## src/rtl/drive_sup_pkg.sv

```systemverilog
// Shared constants, types and arithmetic for the drive supervisor
package drive_sup_pkg;

  // ----------------------------------------------------------------
  // Timing
  // ----------------------------------------------------------------
  localparam int unsigned CLK_PERIOD_NS = 50;
  localparam int unsigned STOP_UNIT_NS = 1000000;
  localparam int unsigned STOP_UNIT_CYCLES = STOP_UNIT_NS / CLK_PERIOD_NS;

  // ----------------------------------------------------------------
  // Enable source selection
  // ----------------------------------------------------------------
  localparam logic [1:0] EN_SRC_DIN = 2'h0;
  localparam logic [1:0] EN_SRC_SERIAL = 2'h1;
  localparam logic [1:0] EN_SRC_CAN = 2'h2;

  // ----------------------------------------------------------------
  // Widths and reset values
  // ----------------------------------------------------------------
  localparam int unsigned VAL_W = 16;
  localparam int unsigned POS_W = 32;
  localparam logic [15:0] RATE_FREE = 16'hffff;
  localparam logic [15:0] SPEED_RST = 16'h0000;

  typedef logic signed [VAL_W-1:0] speed_type;
  typedef logic [VAL_W-1:0] rate_type;
  typedef logic signed [POS_W-1:0] pos_type;

  typedef struct packed {
    logic [1:0] enable_src;
    logic limit_nc;
    logic inhibit_perm;
    logic reverse;
    logic jog_mode;
  } cfg_type;

  typedef struct packed {
    rate_type quick;
    rate_type limit;
    rate_type stop;
  } decel_type;

  typedef struct packed {
    rate_type speed_limit;
    rate_type current_limit;
    pos_type pos_min;
    pos_type pos_max;
  } limits_type;

  // ----------------------------------------------------------------
  // Arithmetic
  // ----------------------------------------------------------------
  function automatic speed_type clamp_mag(speed_type v, rate_type lim);
    logic signed [17:0] wide;
    logic signed [17:0] top;
    wide = 18'(v);
    top = 18'({2'b00, lim});
    if (wide > top)
      wide = top;
    else if (wide < -top)
      wide = -top;
    return speed_type'(wide[15:0]);
  endfunction

  function automatic speed_type step_toward(speed_type cur, speed_type tgt,
                                            rate_type rate);
    logic signed [17:0] nxt;
    logic signed [17:0] r;
    nxt = 18'(cur);
    r = 18'({2'b00, rate});
    if (cur > tgt)
    begin
      nxt = nxt - r;
      if (nxt < 18'(tgt))
        nxt = 18'(tgt);
    end
    else if (cur < tgt)
    begin
      nxt = nxt + r;
      if (nxt > 18'(tgt))
        nxt = 18'(tgt);
    end
    return speed_type'(nxt[15:0]);
  endfunction

endpackage

```

## src/rtl/limit_guard.sv

```systemverilog
// Limit switch polarity, direction blocking and permanent inhibit
`timescale 1ns/100ps
`default_nettype none
module limit_guard
(
  input wire logic sys_clk_i,
  input wire logic rst_n_i,
  input wire logic limit_input_first_i,
  input wire logic limit_input_second_i,
  input wire logic limit_nc_i,
  input wire logic inhibit_perm_i,
  input wire logic ctrl_enabled_i,
  output logic block_pos_o,
  output logic block_neg_o
);
  import drive_sup_pkg::*;

  logic [1:0] meta_q;
  logic [1:0] sync_q;
  logic [1:0] latch_q;
  logic [1:0] latch_d;
  logic [1:0] block_q;
  logic [1:0] block_d;
  logic [1:0] active;
  logic [1:0] warm_q;

  // ----------------------------------------------------------------
  // Polarity and latch
  // ----------------------------------------------------------------
  always_comb
  begin
    // Limits masked until the synchroniser holds real pin levels
    active = warm_q[1] ? (limit_nc_i ? ~sync_q : sync_q) : 2'h0; // RULE11
    latch_d = latch_q | (active & {2{inhibit_perm_i}}); // RULE13
    if (!ctrl_enabled_i)
      latch_d = 2'h0; // RULE15
    block_d = active | latch_q; // RULE12 RULE14
  end

  always_ff @(posedge sys_clk_i or negedge rst_n_i)
  begin
    if (!rst_n_i)
    begin
      meta_q <= 2'h0;
      sync_q <= 2'h0;
      warm_q <= 2'h0;
      latch_q <= 2'h0;
      block_q <= 2'h0;
    end
    else
    begin
      meta_q <= {limit_input_second_i, limit_input_first_i};
      warm_q <= {warm_q[0], 1'b1};
      sync_q <= meta_q;
      latch_q <= latch_d;
      block_q <= block_d;
    end
  end

  assign block_pos_o = block_q[0];
  assign block_neg_o = block_q[1];
endmodule // limit_guard
`default_nettype wire

```

## src/rtl/stop_timer.sv

```systemverilog
// Maximum stop delay timer counted in milliseconds
`timescale 1ns/100ps
`default_nettype none
module stop_timer
#(
  parameter int unsigned TICK_CYCLES = drive_sup_pkg::STOP_UNIT_CYCLES
)
(
  input wire logic sys_clk_i,
  input wire logic rst_n_i,
  input wire logic run_i,
  input wire logic [15:0] delay_ms_i,
  output logic expired_o
);
  import drive_sup_pkg::*;

  logic [31:0] tick_q;
  logic [31:0] tick_d;
  logic [15:0] ms_q;
  logic [15:0] ms_d;
  logic exp_q;
  logic exp_d;

  always_comb
  begin
    tick_d = 32'h0;
    ms_d = 16'h0;
    exp_d = 1'b0;
    if (run_i)
    begin
      tick_d = tick_q + 32'h1;
      ms_d = ms_q;
      if (tick_q == 32'(TICK_CYCLES - 1))
      begin
        tick_d = 32'h0;
        if (ms_q != 16'hffff)
          ms_d = ms_q + 16'h1;
      end
      exp_d = (ms_q >= delay_ms_i); // RULE4
    end
  end

  always_ff @(posedge sys_clk_i or negedge rst_n_i)
  begin
    if (!rst_n_i)
    begin
      tick_q <= 32'h0;
      ms_q <= 16'h0;
      exp_q <= 1'b0;
    end
    else
    begin
      tick_q <= tick_d;
      ms_q <= ms_d;
      exp_q <= exp_d;
    end
  end

  assign expired_o = exp_q;
endmodule // stop_timer
`default_nettype wire

```

## src/rtl/drive_enable_supervisor.sv

```systemverilog
// Drive enable, stop deceleration and setpoint limiting supervisor
//
// Behaviour
// RULE1: Enable loss or error stops with quick-stop rate
// RULE2: Active limit switch stops with limit rate
// RULE3: Jog mode, stop input low uses stop rate
// RULE4: Stop delay exceeded switches stage off, coast
// RULE5: Speed setpoint magnitude clamped to speed limit
// RULE6: Commanded current clamped to maximum current
// RULE7: Position range acts as software limit switches
// RULE8: First source: enable from enable input only
// RULE9: Second source: enable input plus serial command
// RULE10: Third source: enable input plus CAN command
// RULE11: Limit input polarity selects NC or NO
// RULE12: Active limit blocks its direction only
// RULE13: Permanent option latches blocked direction
// RULE14: Latched direction still allows moving away
// RULE15: Latched inhibit clears only on disable
// RULE16: Reversal inverts counting, speed and current signs
// RULE17: Losing any enable condition starts quick stop
`timescale 1ns/100ps
`default_nettype none
module drive_enable_supervisor
#(
  parameter int unsigned TICK_CYCLES = drive_sup_pkg::STOP_UNIT_CYCLES
)
(
  input wire logic sys_clk_i,
  input wire logic rst_n_i,
  input wire logic enable_input_i,
  input wire logic stop_input_i,
  input wire logic limit_input_first_i,
  input wire logic limit_input_second_i,
  input wire logic serial_enable_cmd_i,
  input wire logic can_enable_cmd_i,
  input wire logic error_i,
  input wire drive_sup_pkg::cfg_type cfg_i,
  input wire drive_sup_pkg::decel_type decel_i,
  input wire drive_sup_pkg::limits_type limits_i,
  input wire logic [15:0] max_stop_delay_ms_i,
  input wire drive_sup_pkg::speed_type speed_set_i,
  input wire drive_sup_pkg::speed_type current_set_i,
  input wire drive_sup_pkg::pos_type position_raw_i,
  output logic stage_enable_o,
  output logic ctrl_enabled_o,
  output logic coasting_o,
  output logic block_pos_o,
  output logic block_neg_o,
  output drive_sup_pkg::speed_type speed_cmd_o,
  output drive_sup_pkg::speed_type current_cmd_o,
  output drive_sup_pkg::pos_type position_o
);
  import drive_sup_pkg::*;

  typedef enum logic [1:0] {ST_OFF, ST_RUN, ST_QSTOP, ST_COAST} state_type;

  state_type state_q;
  state_type state_d;
  logic [1:0] meta_q;
  logic [1:0] sync_q;
  logic en_pin;
  logic stop_pin;
  logic enable_ok;
  logic sw_block_pos;
  logic sw_block_neg;
  logic blk_pos;
  logic blk_neg;
  logic hw_block_pos;
  logic hw_block_neg;
  logic expired;
  speed_type tgt;
  speed_type clamped;
  rate_type rate;
  pos_type pos_count;
  speed_type speed_q;
  speed_type speed_d;
  speed_type speed_out_q;
  speed_type speed_out_d;
  speed_type current_q;
  speed_type current_d;
  pos_type position_q;
  pos_type position_d;
  logic stage_q;
  logic stage_d;
  logic ctrl_en_q;
  logic ctrl_en_d;
  logic coast_q;
  logic coast_d;
  logic blk_pos_q;
  logic blk_neg_q;

  // ----------------------------------------------------------------
  // Pin synchronisers
  // ----------------------------------------------------------------
  always_ff @(posedge sys_clk_i or negedge rst_n_i)
  begin
    if (!rst_n_i)
    begin
      meta_q <= 2'h0;
      sync_q <= 2'h0;
    end
    else
    begin
      meta_q <= {stop_input_i, enable_input_i};
      sync_q <= meta_q;
    end
  end

  assign en_pin = sync_q[0];
  assign stop_pin = sync_q[1];

  // ----------------------------------------------------------------
  // Enable logic
  // ----------------------------------------------------------------
  always_comb
  begin
    case (cfg_i.enable_src)
      EN_SRC_DIN: enable_ok = en_pin; // RULE8
      EN_SRC_SERIAL: enable_ok = en_pin & serial_enable_cmd_i; // RULE9
      EN_SRC_CAN: enable_ok = en_pin & can_enable_cmd_i; // RULE10
      default: enable_ok = 1'b0;
    endcase
  end

  // ----------------------------------------------------------------
  // Limit switches and position range
  // ----------------------------------------------------------------
  limit_guard u_limit_guard
  (
    .sys_clk_i(sys_clk_i),
    .rst_n_i(rst_n_i),
    .limit_input_first_i(limit_input_first_i),
    .limit_input_second_i(limit_input_second_i),
    .limit_nc_i(cfg_i.limit_nc),
    .inhibit_perm_i(cfg_i.inhibit_perm),
    .ctrl_enabled_i(ctrl_en_q),
    .block_pos_o(hw_block_pos),
    .block_neg_o(hw_block_neg)
  );

  always_comb
  begin
    pos_count = cfg_i.reverse ? -position_raw_i : position_raw_i; // RULE16
    sw_block_pos = (pos_count >= limits_i.pos_max); // RULE7
    sw_block_neg = (pos_count <= limits_i.pos_min); // RULE7
    blk_pos = hw_block_pos | sw_block_pos;
    blk_neg = hw_block_neg | sw_block_neg;
  end

  // ----------------------------------------------------------------
  // Stop delay
  // ----------------------------------------------------------------
  stop_timer #(.TICK_CYCLES(TICK_CYCLES)) u_stop_timer
  (
    .sys_clk_i(sys_clk_i),
    .rst_n_i(rst_n_i),
    .run_i(state_q == ST_QSTOP),
    .delay_ms_i(max_stop_delay_ms_i),
    .expired_o(expired)
  );

  // ----------------------------------------------------------------
  // Sequence and setpoint path
  // ----------------------------------------------------------------
  always_comb
  begin
    state_d = state_q;
    clamped = clamp_mag(speed_set_i, limits_i.speed_limit); // RULE5
    tgt = clamped;
    rate = RATE_FREE;
    if (cfg_i.jog_mode && !stop_pin)
    begin
      tgt = speed_type'(SPEED_RST);
      rate = decel_i.stop; // RULE3
    end
    else if ((clamped > 0 && blk_pos) || (clamped < 0 && blk_neg))
    begin
      tgt = speed_type'(SPEED_RST); // RULE12 RULE14
      rate = decel_i.limit; // RULE2
    end
    case (state_q)
      ST_OFF:
        if (enable_ok && !error_i)
          state_d = ST_RUN;
      ST_RUN:
        if (!enable_ok || error_i)
          state_d = ST_QSTOP; // RULE1 RULE17
      ST_QSTOP:
        if (speed_q == speed_type'(SPEED_RST))
          state_d = ST_OFF;
        else if (expired)
          state_d = ST_COAST; // RULE4
      ST_COAST:
        if (!enable_ok && !error_i)
          state_d = ST_OFF;
      default: state_d = ST_OFF;
    endcase
    case (state_d)
      ST_RUN: speed_d = step_toward(speed_q, tgt, rate);
      ST_QSTOP: speed_d = step_toward(speed_q, speed_type'(SPEED_RST),
                                      decel_i.quick); // RULE1
      default: speed_d = speed_type'(SPEED_RST);
    endcase
    stage_d = (state_d == ST_RUN) || (state_d == ST_QSTOP); // RULE4
    ctrl_en_d = (state_d == ST_RUN);
    coast_d = (state_d == ST_COAST);
    current_d = stage_d ? clamp_mag(current_set_i, limits_i.current_limit)
                        : speed_type'(SPEED_RST); // RULE6
    speed_out_d = cfg_i.reverse ? -speed_d : speed_d; // RULE16
    if (cfg_i.reverse)
      current_d = -current_d; // RULE16
    position_d = pos_count;
  end

  always_ff @(posedge sys_clk_i or negedge rst_n_i)
  begin
    if (!rst_n_i)
    begin
      state_q <= ST_OFF;
      speed_q <= '0;
      speed_out_q <= '0;
      current_q <= '0;
      position_q <= '0;
      stage_q <= 1'b0;
      ctrl_en_q <= 1'b0;
      coast_q <= 1'b0;
      blk_pos_q <= 1'b0;
      blk_neg_q <= 1'b0;
    end
    else
    begin
      state_q <= state_d;
      speed_q <= speed_d;
      speed_out_q <= speed_out_d;
      current_q <= current_d;
      position_q <= position_d;
      stage_q <= stage_d;
      ctrl_en_q <= ctrl_en_d;
      coast_q <= coast_d;
      blk_pos_q <= blk_pos;
      blk_neg_q <= blk_neg;
    end
  end

  assign stage_enable_o = stage_q;
  assign ctrl_enabled_o = ctrl_en_q;
  assign coasting_o = coast_q;
  assign block_pos_o = blk_pos_q;
  assign block_neg_o = blk_neg_q;
  assign speed_cmd_o = speed_out_q;
  assign current_cmd_o = current_q;
  assign position_o = position_q;
endmodule // drive_enable_supervisor
`default_nettype wire

```

## config.mk

```make
export PLATFORM = sky130hd
export DESIGN_NAME = drive_enable_supervisor
export DESIGN_NICKNAME = d
export VERILOG_FILES = /design/src/rtl/drive_sup_pkg.sv /design/src/rtl/limit_guard.sv /design/src/rtl/stop_timer.sv /design/src/rtl/drive_enable_supervisor.sv
export SDC_FILE = /design/constraint.sdc
export NUM_CORES = 1
export LEC_CHECK = 0
export BUFFER_PORTS_ARGS = -buffer_cell sky130_fd_sc_hd__buf_2
export CAP_MARGIN = 10
export CORE_MARGIN = 2
export CORE_UTILIZATION = 45
export CTS_CLUSTER_DIAMETER = 30
export DETAILED_ROUTE_END_ITERATION = 7
export PLACE_DENSITY = 0.66
export SLEW_MARGIN = 40
export SYNTH_ARGS = -nofsm -noshare
export SYNTH_HDL_FRONTEND = slang
export SYNTH_SLANG_ARGS = --single-unit
```

## constraint.sdc

```tcl
create_clock -name sys_clk_i -period 22.6 [get_ports sys_clk_i]
set_clock_uncertainty 0.2 [all_clocks]
set_input_delay 3.39 -clock sys_clk_i [delete_from_list [all_inputs] [get_ports sys_clk_i]]
set_output_delay 3.39 -clock sys_clk_i [all_outputs]
set_load 0.1 [all_outputs]
```

After elaboration in Yosys (flattened, before gate mapping)
Cells that the tools add are included.
Widths: inputs -> output; s select.
{ "classes": {"order_cmp": 17, "eq_ne": 12, "n_mux": 37, "n_shift": 0, "reduce_logical": 15, "n_mul": 0, "div_mod_pow": 0, "n_addsub": 11, "n_bitwise": 8} }
{ "op_table": {"columns": ["op", "n"], "rows": [
  ["$mux 16", 22],
  ["$mux 32", 3],
  ["$add 16x17->18", 2],
  ["$lt 16x18->1", 2],
  ["$neg 16->18", 2],
  ["$sub 16x17->18", 2],
  ["$gt 16x17->1", 2],
  ["$add 32x1->32 const B", 1],
  ["$eq 32x15->1 const B", 1],
  ["$ge 32x32->1", 1],
  ["$gt 16x1->1 const B", 2],
  ["$le 32x32->1", 1],
  ["$lt 16x1->1 const B", 2],
  ["$neg 16->16", 2],
  ["$neg 32->32", 1],
  ["$pmux 16 s2", 1],
  ["$gt 18x1->1 const B", 1],
  ["$gt 18x16->1", 1],
  ["$lt 18x1->1 const B", 1],
  ["$lt 18x16->1", 1],
  ["$add 16x1->16 const B", 1],
  ["$ge 16x16->1", 1],
  ["$gt 16x16->1", 1],
  ["$logic_not 16->1", 1],
  ["19 further kinds", 45]
]} }
{ "word_totals": {"ram_bits": 0, "latch_bits": 0, "rom_bits": 0, "regBits": 150, "input_bits": 239, "memories": 0} }

Logic depth before layout (Yosys ltp)
Gate-level depths: netlist (run 1).
{ "logic_depth": {"word_depth": 17, "ltp_mapped": 58} }

Modules after synthesis
Synthesis (run 1) repeated with hierarchy kept, for this count alone.
{ "hier_totals": {"cells_unflattened": 2231, "hier_area_um2": 17922.2} }
{ "by_module_without_submodules": {"columns": ["module", "seq_area_each_um2", "instances", "area_per_inst_um2", "cells_per_inst"], "rows": [
  ["drive_enable_supervisor", 2252.2, 1, 14632.8, 1887],
  ["stop_timer", 1226.2, 1, 2969.1, 323],
  ["limit_guard", 250.2, 1, 320.3, 21]
]} }

Worst setup path after synthesis (run 1)
No wires, ideal clock.
{ "synth_timing": {"path_kind": "input-to-reg", "from": "input port position_raw_i[8]", "to": "register speed_out_q[15] (netlist: speed_cmd_o[15])", "cell_stages": 49, "t_arrival_ns": 13.990, "required_time_ns": 22.320, "setup_ns": 0.080, "n_path_buf": 1, "slack_ns": 8.330, "cell_sequence": "or4_1 > nor4_1 > nand2_1 > or2_2 > nand2b_1 > nand2b_1 > nand2b_1 > or3_1 > o31ai_1 > xnor2_1 > ha_1 > and3_1 > nand4_1 > and4b_1 > a211oi_1 > mux2_2 > o21a_2 > o21ai_1 > [... 13 more ...] > nor2_1 > nor2_1 > o21bai_1 > xnor2_1 > ha_1 > nand2_1 > or3_1 > a211o_1 > a31oi_1 > o21ai_0 > a21oi_1 > nand2_1 > o221a_2 > a32o_2 > nand4bb_4 > or4_4 > o41ai_2 > xnor2_1"} }
{ "synth_between": {"elab_chain_cells": 16} }
{ "synth_rtl": {"columns": ["item", "line", "rtl"], "rows": [
  ["start: declaration", "drive_enable_supervisor.sv:43", "input wire drive_sup_pkg::pos_type position_raw_i,"],
  ["$neg 32->32 *", "drive_enable_supervisor.sv:143", "pos_count = cfg_i.reverse ? -position_raw_i : position_raw_i;"],
  ["$mux 32 *", "drive_enable_supervisor.sv:143", null],
  ["via pos_count[31]", "drive_enable_supervisor.sv:74", "pos_type pos_count;"],
  ["$le 32x32->1 *", "drive_enable_supervisor.sv:145", "sw_block_neg = (pos_count <= limits_i.pos_min);"],
  ["$or 1x1->1 *", "drive_enable_supervisor.sv:147", "blk_neg = hw_block_neg | sw_block_neg;"],
  ["via blk_neg", "drive_enable_supervisor.sv:67", "logic blk_neg;"],
  ["$logic_and 1x1->1 *", "drive_enable_supervisor.sv:176", "else if ((clamped > 0 && blk_pos) || (clamped < 0 && blk_neg))"],
  ["$logic_or 1x1->1 *", "drive_enable_supervisor.sv:176", null],
  ["[... 4 more ...]", null, null],
  ["$mux 16", "drive_sup_pkg.sv:81", "if (nxt > 18'(tgt))"],
  ["$mux 16", "drive_sup_pkg.sv:78", "else if (cur < tgt)"],
  ["$mux 16 *", "drive_sup_pkg.sv:72", "if (cur > tgt)"],
  ["$pmux 16 s2 *", "drive_enable_supervisor.sv:198", "case (state_d)"],
  ["via speed_d[9]", "drive_enable_supervisor.sv:76", "speed_type speed_d;"],
  ["$neg 16->16 *", "drive_enable_supervisor.sv:209", "speed_out_d = cfg_i.reverse ? -speed_d : speed_d;"],
  ["$mux 16 *", "drive_enable_supervisor.sv:209", null],
  ["via speed_out_d[15]", "drive_enable_supervisor.sv:78", "speed_type speed_out_d;"],
  ["end signal: assignment", "drive_enable_supervisor.sv:234", "speed_out_q <= speed_out_d;"],
  ["end: declaration", "drive_enable_supervisor.sv:77", "speed_type speed_out_q;"]
]} }
Mark *: on every way through the listed nets, which the timed path passes. The rest lies on a longest branch.
A chain may end at the register's enable or synchronous reset.

Final worst setup path (run 1)
{ "layout_timing": {"from": "input port position_raw_i[8]", "to": "register speed_out_q[15] (netlist: speed_cmd_o[15])"} }
{ "layout_between": {"elab_chain_cells": 16} }
{ "layout_rtl": {"columns": ["item", "line", "rtl"], "rows": [
  ["$neg 32->32 *", "drive_enable_supervisor.sv:143", null],
  ["$mux 32 *", "drive_enable_supervisor.sv:143", null],
  ["via pos_count[31]", "drive_enable_supervisor.sv:74", null],
  ["$ge 32x32->1 *", "drive_enable_supervisor.sv:144", "sw_block_pos = (pos_count >= limits_i.pos_max);"],
  ["$or 1x1->1 *", "drive_enable_supervisor.sv:146", "blk_pos = hw_block_pos | sw_block_pos;"],
  ["via blk_pos", "drive_enable_supervisor.sv:66", "logic blk_pos;"],
  ["$logic_and 1x1->1 *", "drive_enable_supervisor.sv:176", null],
  ["$logic_or 1x1->1 *", "drive_enable_supervisor.sv:176", null],
  ["[... 4 more ...]", null, null],
  ["$mux 16", "drive_sup_pkg.sv:81", null],
  ["$mux 16", "drive_sup_pkg.sv:78", null],
  ["$mux 16 *", "drive_sup_pkg.sv:72", null],
  ["$pmux 16 s2 *", "drive_enable_supervisor.sv:198", null],
  ["via speed_d[6]", "drive_enable_supervisor.sv:76", null],
  ["$neg 16->16 *", "drive_enable_supervisor.sv:209", null],
  ["$mux 16 *", "drive_enable_supervisor.sv:209", null],
  ["via speed_out_d[15]", "drive_enable_supervisor.sv:78", null]
]} }
Marks and branches as above.

==> impl_metrics.yaml, run 1 <==
synth:
  syn_area_sq_um: 17400
  synth_area_per_cell_sq_um: 8.12
  synth_nets: 2664
  synth.distinct_cells: 95
  yosys.area.top_type: "dfrtp_1"
  synthArstFlopShare_pct: 100
  synthMuxAreaShare_pct: 1.74
  synth-simple-area-share_pct: 19.1
  ys_warn_count: 0
  synth_compound_area_share_pct: 22.3
  synth_top_area_share_pct: 21.5
  synth_top_family_by_area: "compound AO/OA/AOI/OAI gates"
  synth_flop_cell: "dfrtp_1"
  synth-seq-cells: 149
  synthAdderAreaFrac_pct: 20.9
  seq_area_frac_synth_pct: 21.5
  netlist_instances: 2138
  synthXorXnorAreaFrac_pct: 8.22
  synth_area_leaders: "dfrtp_1, ha_1, xnor2_1, inv_1, nor2_1"
  synth_edf_count: 0
pwr:
  seqPwrFrac_pct: 16.6
  combPwrFrac_pct: 70.7
  leakage_nw: 10.1
  ir_worst_vdd_mv: 0.0978
  p_sw_mw: 1.30
  swShare_pct: 56.3
  internal_power_mw: 1.01
  pwr-share-clk_pct: 12.7
  p_per_area_nw_per_um2: 116
setup_path:
  critPathTopFamily: "compound AO/OA/AOI/OAI gates"
  cp_common_cell: "nor2_1"
  cp.buffers_inverters: 2
  critical-path-slowest-cell: "or4_1"
  worstSetupPathType: "in2reg"
  cp_slowest_stage_delay_ns: 0.59
  start_kind: "primary input"
  critPathArrivalTime_ns: 15.93
  crit_cells: 53
  ff2ff_path_depth: 39
  end_kind: "register"
  crit_fanout: 16
  required_ns: 22.77
placement:
  place_hpwl_um: 46200
  port_buffers: 307
  placedInstanceArea_sq_um: 19300
  dpl_worst_slack_ns: 6.50
  gp_congestion: 0.984
final_layout:
  final_area_sq_um: 20000
  layout_common_cells: "buf_2, ha_1, inv_1"
  area_growth_pct: 15.1
  final_common_cell: "buf_2"
  fin_nets: 2935
  nFillCells: 3674
  drive_gt1_share_pct: 16.6
routing:
  postRouteAntennaNets: 0
  postRouteWirelength_um: 56800
  vias_per_cell: 5.78
  vias: 17000
  routedWlPerCell_um: 19.4
  drc: 0
  drt-pass1-iter-count: 5
  drt_iter0_drc: 1303
cts:
  cts_resized: 0
  cts_hold_buffers: 0
  htree_levels: 4
  clockBufferDepth: 2
  cts_setup_buffers: 0
  clkLatencyLatePin_ns: 0.44
  tritoncts: "built"
  cts_made_buffers: 17
  path_clk_slew_ns: 0.07
  cts.sinks: 149
  root_buffer: "clkbuf_16"
global_routing:
  antenna_found_initial: 8
  globalRouteMet1Util_pct: 37.5
  met2_usage_pct: 43.9
  busiest_layer: "met2"
  grt.met3_usage_pct: 5.62
  overflow: 0
  grt_pass1_wl_um: 89500
  grt_pass1_vias: 16500
  grt_max_degree: 99
  grtUsageTotal_pct: 27.7
min_path:
  hold_path.class: "reg2reg"
  min_path_cells: 0
sta:
  fin_ws_ns: 6.84
  timing.final.crit_period_ns: 15.76
  rsz0062_at_grt: "no"
  finalMaxSlewViolations: 0
  worst_pin_slew_ns: 0.834
  hold_viol: 0
  slew_headroom_pct: 43.8
  period_share_pct: 69.8
  fmax_mhz: 63.4
  setup_viol: 0
  fin_tns_setup_ns: 0
floorplanning:
  pin_count: 308
  die_h_um: 200
  core-area_sq_um: 37800
  rows: 71
  dieArea_sq_um: 40200
  initial_core_util_pct: 45.9
  die_w_um: 200
flow_run:
  drv_cap: 0
outcome:
  outcome: "complete, no violations"
==> through the flow <==
stage / utilization (%) / power [mW] / instances / hold WS (ns)
after floorplan: - / 1.57 / 2138 / 0.131
after global placement: 51.1 / 1.97 / 2900 / 0.133
after global routing: 52.8 / 2.48 / 2936 / 0.164
after CTS: 52.7 / 2.29 / 2931 / 0.154
after detailed placement: 51.1 / 1.98 / 2900 / 0.140
final: 52.8 / 2.32 / 2936 / 0.151
==> sequential cells by signal (all words and copies together) (netlist names), 2 cells and up <==
register and count:
current_cmd_o 16, meta_q 2, position_o 32, speed_cmd_o 16, speed_q 15, state_q 2, sync_q 2, u_limit_guard.block_q 2
u_limit_guard.latch_q 2, u_limit_guard.meta_q 2, u_limit_guard.sync_q 2, u_limit_guard.warm_q 2, u_stop_timer.ms_q 16, u_stop_timer.tick_q 32
==> cells in the mapped netlist, types with 8 or more instances <==
cell	number
or2_2	10
dfrtp_1	149
nand2b_1	30
a211oi_1	15
a21oi_1	125
mux2i_1	23
nor2_1	196
nor2b_1	28
o41ai_1	10
or3_1	19
ha_1	283
inv_1	209
a211o_1	8
xor2_1	54
a21o_1	62
and3_1	22
o211ai_1	18
o32a_1	8
o22a_1	19
a31oi_1	22
a221oi_1	8
nand2_1	163
o22ai_1	9
nor3_1	42
o21a_1	20
clkbuf_1	49
o221ai_1	13
o21bai_1	12
nand3_1	58
nor4_1	23
o21ai_0	96
nand4_1	39
buf_2	9
o31ai_1	25
xnor2_1	109
==> final timing paths <==
| check | from | slack, ns | end |
|---|---|---|---|
| max | position_raw_i[8] | 6.84 | speed_cmd_o[15] |
| max in group asynchronous | rst_n_i | 18.27 | current_cmd_o[2] |
| min in group asynchronous | rst_n_i | 2.60 | u_stop_timer.ms_q[4] |
| max reg2reg | u_limit_guard.block_q[0] | 13.62 | speed_cmd_o[15] |
| min reg2reg | meta_q[1] | 0.15 | sync_q[1] |
| min | meta_q[1] | 0.15 | sync_q[1] |
==> layer usage <==
metal,wire length (um),vias to the layer above
met5,40,-
met4,1750,8
met3,3640,111
met2,25500,551
met1,25900,8043
li1,-,8249
==> cell type report <==
cell class	instances	area [sq um]	share of cell area (%)
Multi-Input combinational cell	1713	12600	62.9
Sequential cell	149	3730	18.6
Timing Repair Buffer	317	1640	8.21
Inverter	211	792	3.96
Tap cell	511	639	3.20
Clock buffer	19	453	2.27
Clock inverter	12	145	0.726
Antenna cell	4	10.0	0.0501
==> power by group through the flow <==
stage          sequential (mW)  combinational, mW  clock [mW]
4_1_cts                  0.383               1.61       0.298
3_3_place_gp             0.388               1.58           0
5_1_grt                  0.388               1.78       0.311
2_1_floorplan            0.613              0.961           0
6_report                 0.384               1.64       0.294
3_5_place_dp             0.386               1.60           0
==> cells by family after synthesis <==
kind of cell / count (synthesis)
AND/OR/NAND/NOR: 674
other: 1
multiplexers: 29
adder cells (fa/ha/maj): 287
AO/OA/AOI/OAI: 559
flip-flops: 149
buffers and inverters: 276
XOR/XNOR: 163
No activity file was read; power rests on OpenSTA's default activity.
==> run 2, diff against run 1 <==
PLACE_DENSITY = 0.69   (was 0.66)
clock period = 13.59 ns   (was 22.6 ns; I/O delays follow)
==> run 2 against run 1 <==
Routed wire length up 2.5%. Global-route usage up 0.57 points. Combinational power up 73%. Setup slack worse by 6.2 ns. Register-to-register slack worse by 8.1 ns. Sequential cell count unchanged. Count of clock-buffer cells in the layout up 2. Final area up 2.2%.
==> impl_metrics.yaml, run 2 (synthesis gave the netlist of run 1 again) <==
final_layout:
  fin_cells: 2975
  nFillCells: 3641
  drive_gt1_share_pct: 18.9
  layout_common_cells: "buf_2, ha_1, inv_1"
  fin_nets: 2973
  final_common_cell: "buf_2"
  area_growth_pct: 17.7
setup_path:
  r2r-end: "speed_cmd_o[15]"
  cp_slowest_stage_delay_ns: 0.57
  crit_fanout: 6
  critical-path-slowest-cell: "or4_4"
  end_kind: "register"
  required_ns: 13.74
  rrSetupSlack_ns: 5.53
  r2r-start: "u_limit_guard.block_q[0]"
  worstSetupPathType: "in2reg"
  start_kind: "primary input"
  critPathArrivalTime_ns: 13.14
  ff2ff_path_depth: 40
cts:
  clockBufferDepth: 2
  cts_made_buffers: 17
  cts.sinks: 149
  cts_hold_buffers: 0
  htree_levels: 4
  root_buffer: "clkbuf_16"
  tritoncts: "built"
  clkLatencyLatePin_ns: 0.42
  path_clk_slew_ns: 0.06
outcome:
  outcome: "complete, no violations"
floorplanning:
  initial_core_util_pct: 45.9
  die_w_um: 200
  rows: 71
  pin_count: 308
  die_h_um: 200
  dieArea_sq_um: 40200
  core-area_sq_um: 37800
sta:
  slew_headroom_pct: 43.4
  setup_viol: 0
  period_share_pct: 95.6
  fmax_mhz: 77.0
  hold_viol: 0
  fin_ws_ns: 0.597
  finalMaxSlewViolations: 0
  timing.final.crit_period_ns: 12.99
  worst_pin_slew_ns: 0.847
flow_run:
  drv_cap: 0
pwr:
  pwr-share-clk_pct: 13.0
  seqPwrFrac_pct: 16.0
  combPwrFrac_pct: 71.0
  p_per_area_nw_per_um2: 196
  internal_power_mw: 1.80
  p_total_mw: 4.00
  p_sw_mw: 2.19
  swShare_pct: 54.9
  ir_worst_vdd_mv: 0.176
  leakage_nw: 10.3
placement:
  gp_congestion: 0.993
  placed_cells: 2933
  dpl_worst_slack_ns: -0.542
  port_buffers: 307
  place_hpwl_um: 47400
routing:
  postRouteAntennaNets: 0
  drc: 0
  postRouteWirelength_um: 58200
  vias: 17400
  routedWlPerCell_um: 19.6
  vias_per_cell: 5.84
  drt-pass1-iter-count: 7
  drt_iter0_drc: 1245
global_routing:
  grtUsageTotal_pct: 28.3
  grt_pass1_vias: 17200
  grt_max_degree: 81
  grt_pass1_wl_um: 91900
  antenna_found_initial: 3
  overflow: 0
min_path:
  min_path_cells: 0
  hold_path.class: "reg2reg"
  hold_end: "u_limit_guard.warm_q[1]"
  min-delay-start: "u_limit_guard.warm_q[0]"
[run 2: worst max path at each step]
stage	start	end	slack, ns	cells past startpoint
finish	position_raw_i[1]	speed_cmd_o[15]	0.60	58
global route	position_raw_i[1]	speed_cmd_o[15]	-0.03	58
CTS	position_raw_i[8]	speed_cmd_o[11]	0.07	56
detailed placement	position_raw_i[8]	speed_cmd_o[11]	-0.54	56
global placement	position_raw_i[8]	speed_cmd_o[15]	-0.21	54
floorplan	position_raw_i[8]	speed_cmd_o[15]	0.67	49
[run 2: layer usage]
metal	vias up	GRT usage, %	part of all wire (%)
met4	0	8.97	3.0
met2	611	45.5	45
met1	8308	38.3	45
met5	-	0	0
li1	8332	-	-
met3	111	5.45	6.9
[run 2: worst max-delay path: cells and delay by family]
kind / cells / cell delay (ns)
xor gates and xnor gates: 3 / 0.37
buffers and inverters: 7 / 0.79
and+or+nand+nor: 23 / 4.41
muxes: 1 / 0.22
AOI/OAI and AO/OA: 21 / 4.25
adders and majority gates: 3 / 1.04
[run 2: cell type report]
cell class / count / area (sq um) / area share (%)
multi-input cells: 1713 / 12700 / 62.2
flip-flops and latches: 149 / 3730 / 18.2
repair buffers: 355 / 1910 / 9.36
inverters: 211 / 792 / 3.88
well taps: 511 / 639 / 3.13
clock buffers: 21 / 460 / 2.25
clock inverters: 11 / 171 / 0.839
diodes: 4 / 10.0 / 0.0490
[run 2: through the flow]
stage	hold slack (ns)	TNS (ns)	area, sq um	utilization, %
3_5_place_dp	0.136	-4.60	19600	51.8
2_1_floorplan	0.131	0	17400	-
4_1_cts	0.146	0	20200	53.5
5_1_grt	0.156	-0.0311	20400	54.0
6_report	0.142	0	20400	54.0
3_3_place_gp	0.133	-1.14	19600	51.8
[run 2: power by group through the flow]
stage / Clock, mW / Sequential (mW) / Combinational, mW
final: 0.520 / 0.638 / 2.84
after global routing: 0.549 / 0.644 / 3.08
after CTS: 0.528 / 0.637 / 2.75
after detailed placement: 0 / 0.642 / 2.72
after global placement: 0 / 0.644 / 2.70
after floorplan: 0 / 1.02 / 1.60
[run 2: what timing repair did]
item                       CTS  global route
buffers inserted             0             6
resized for setup            2            32
pin swaps                    0             8
setup endpoints to repair    9            15
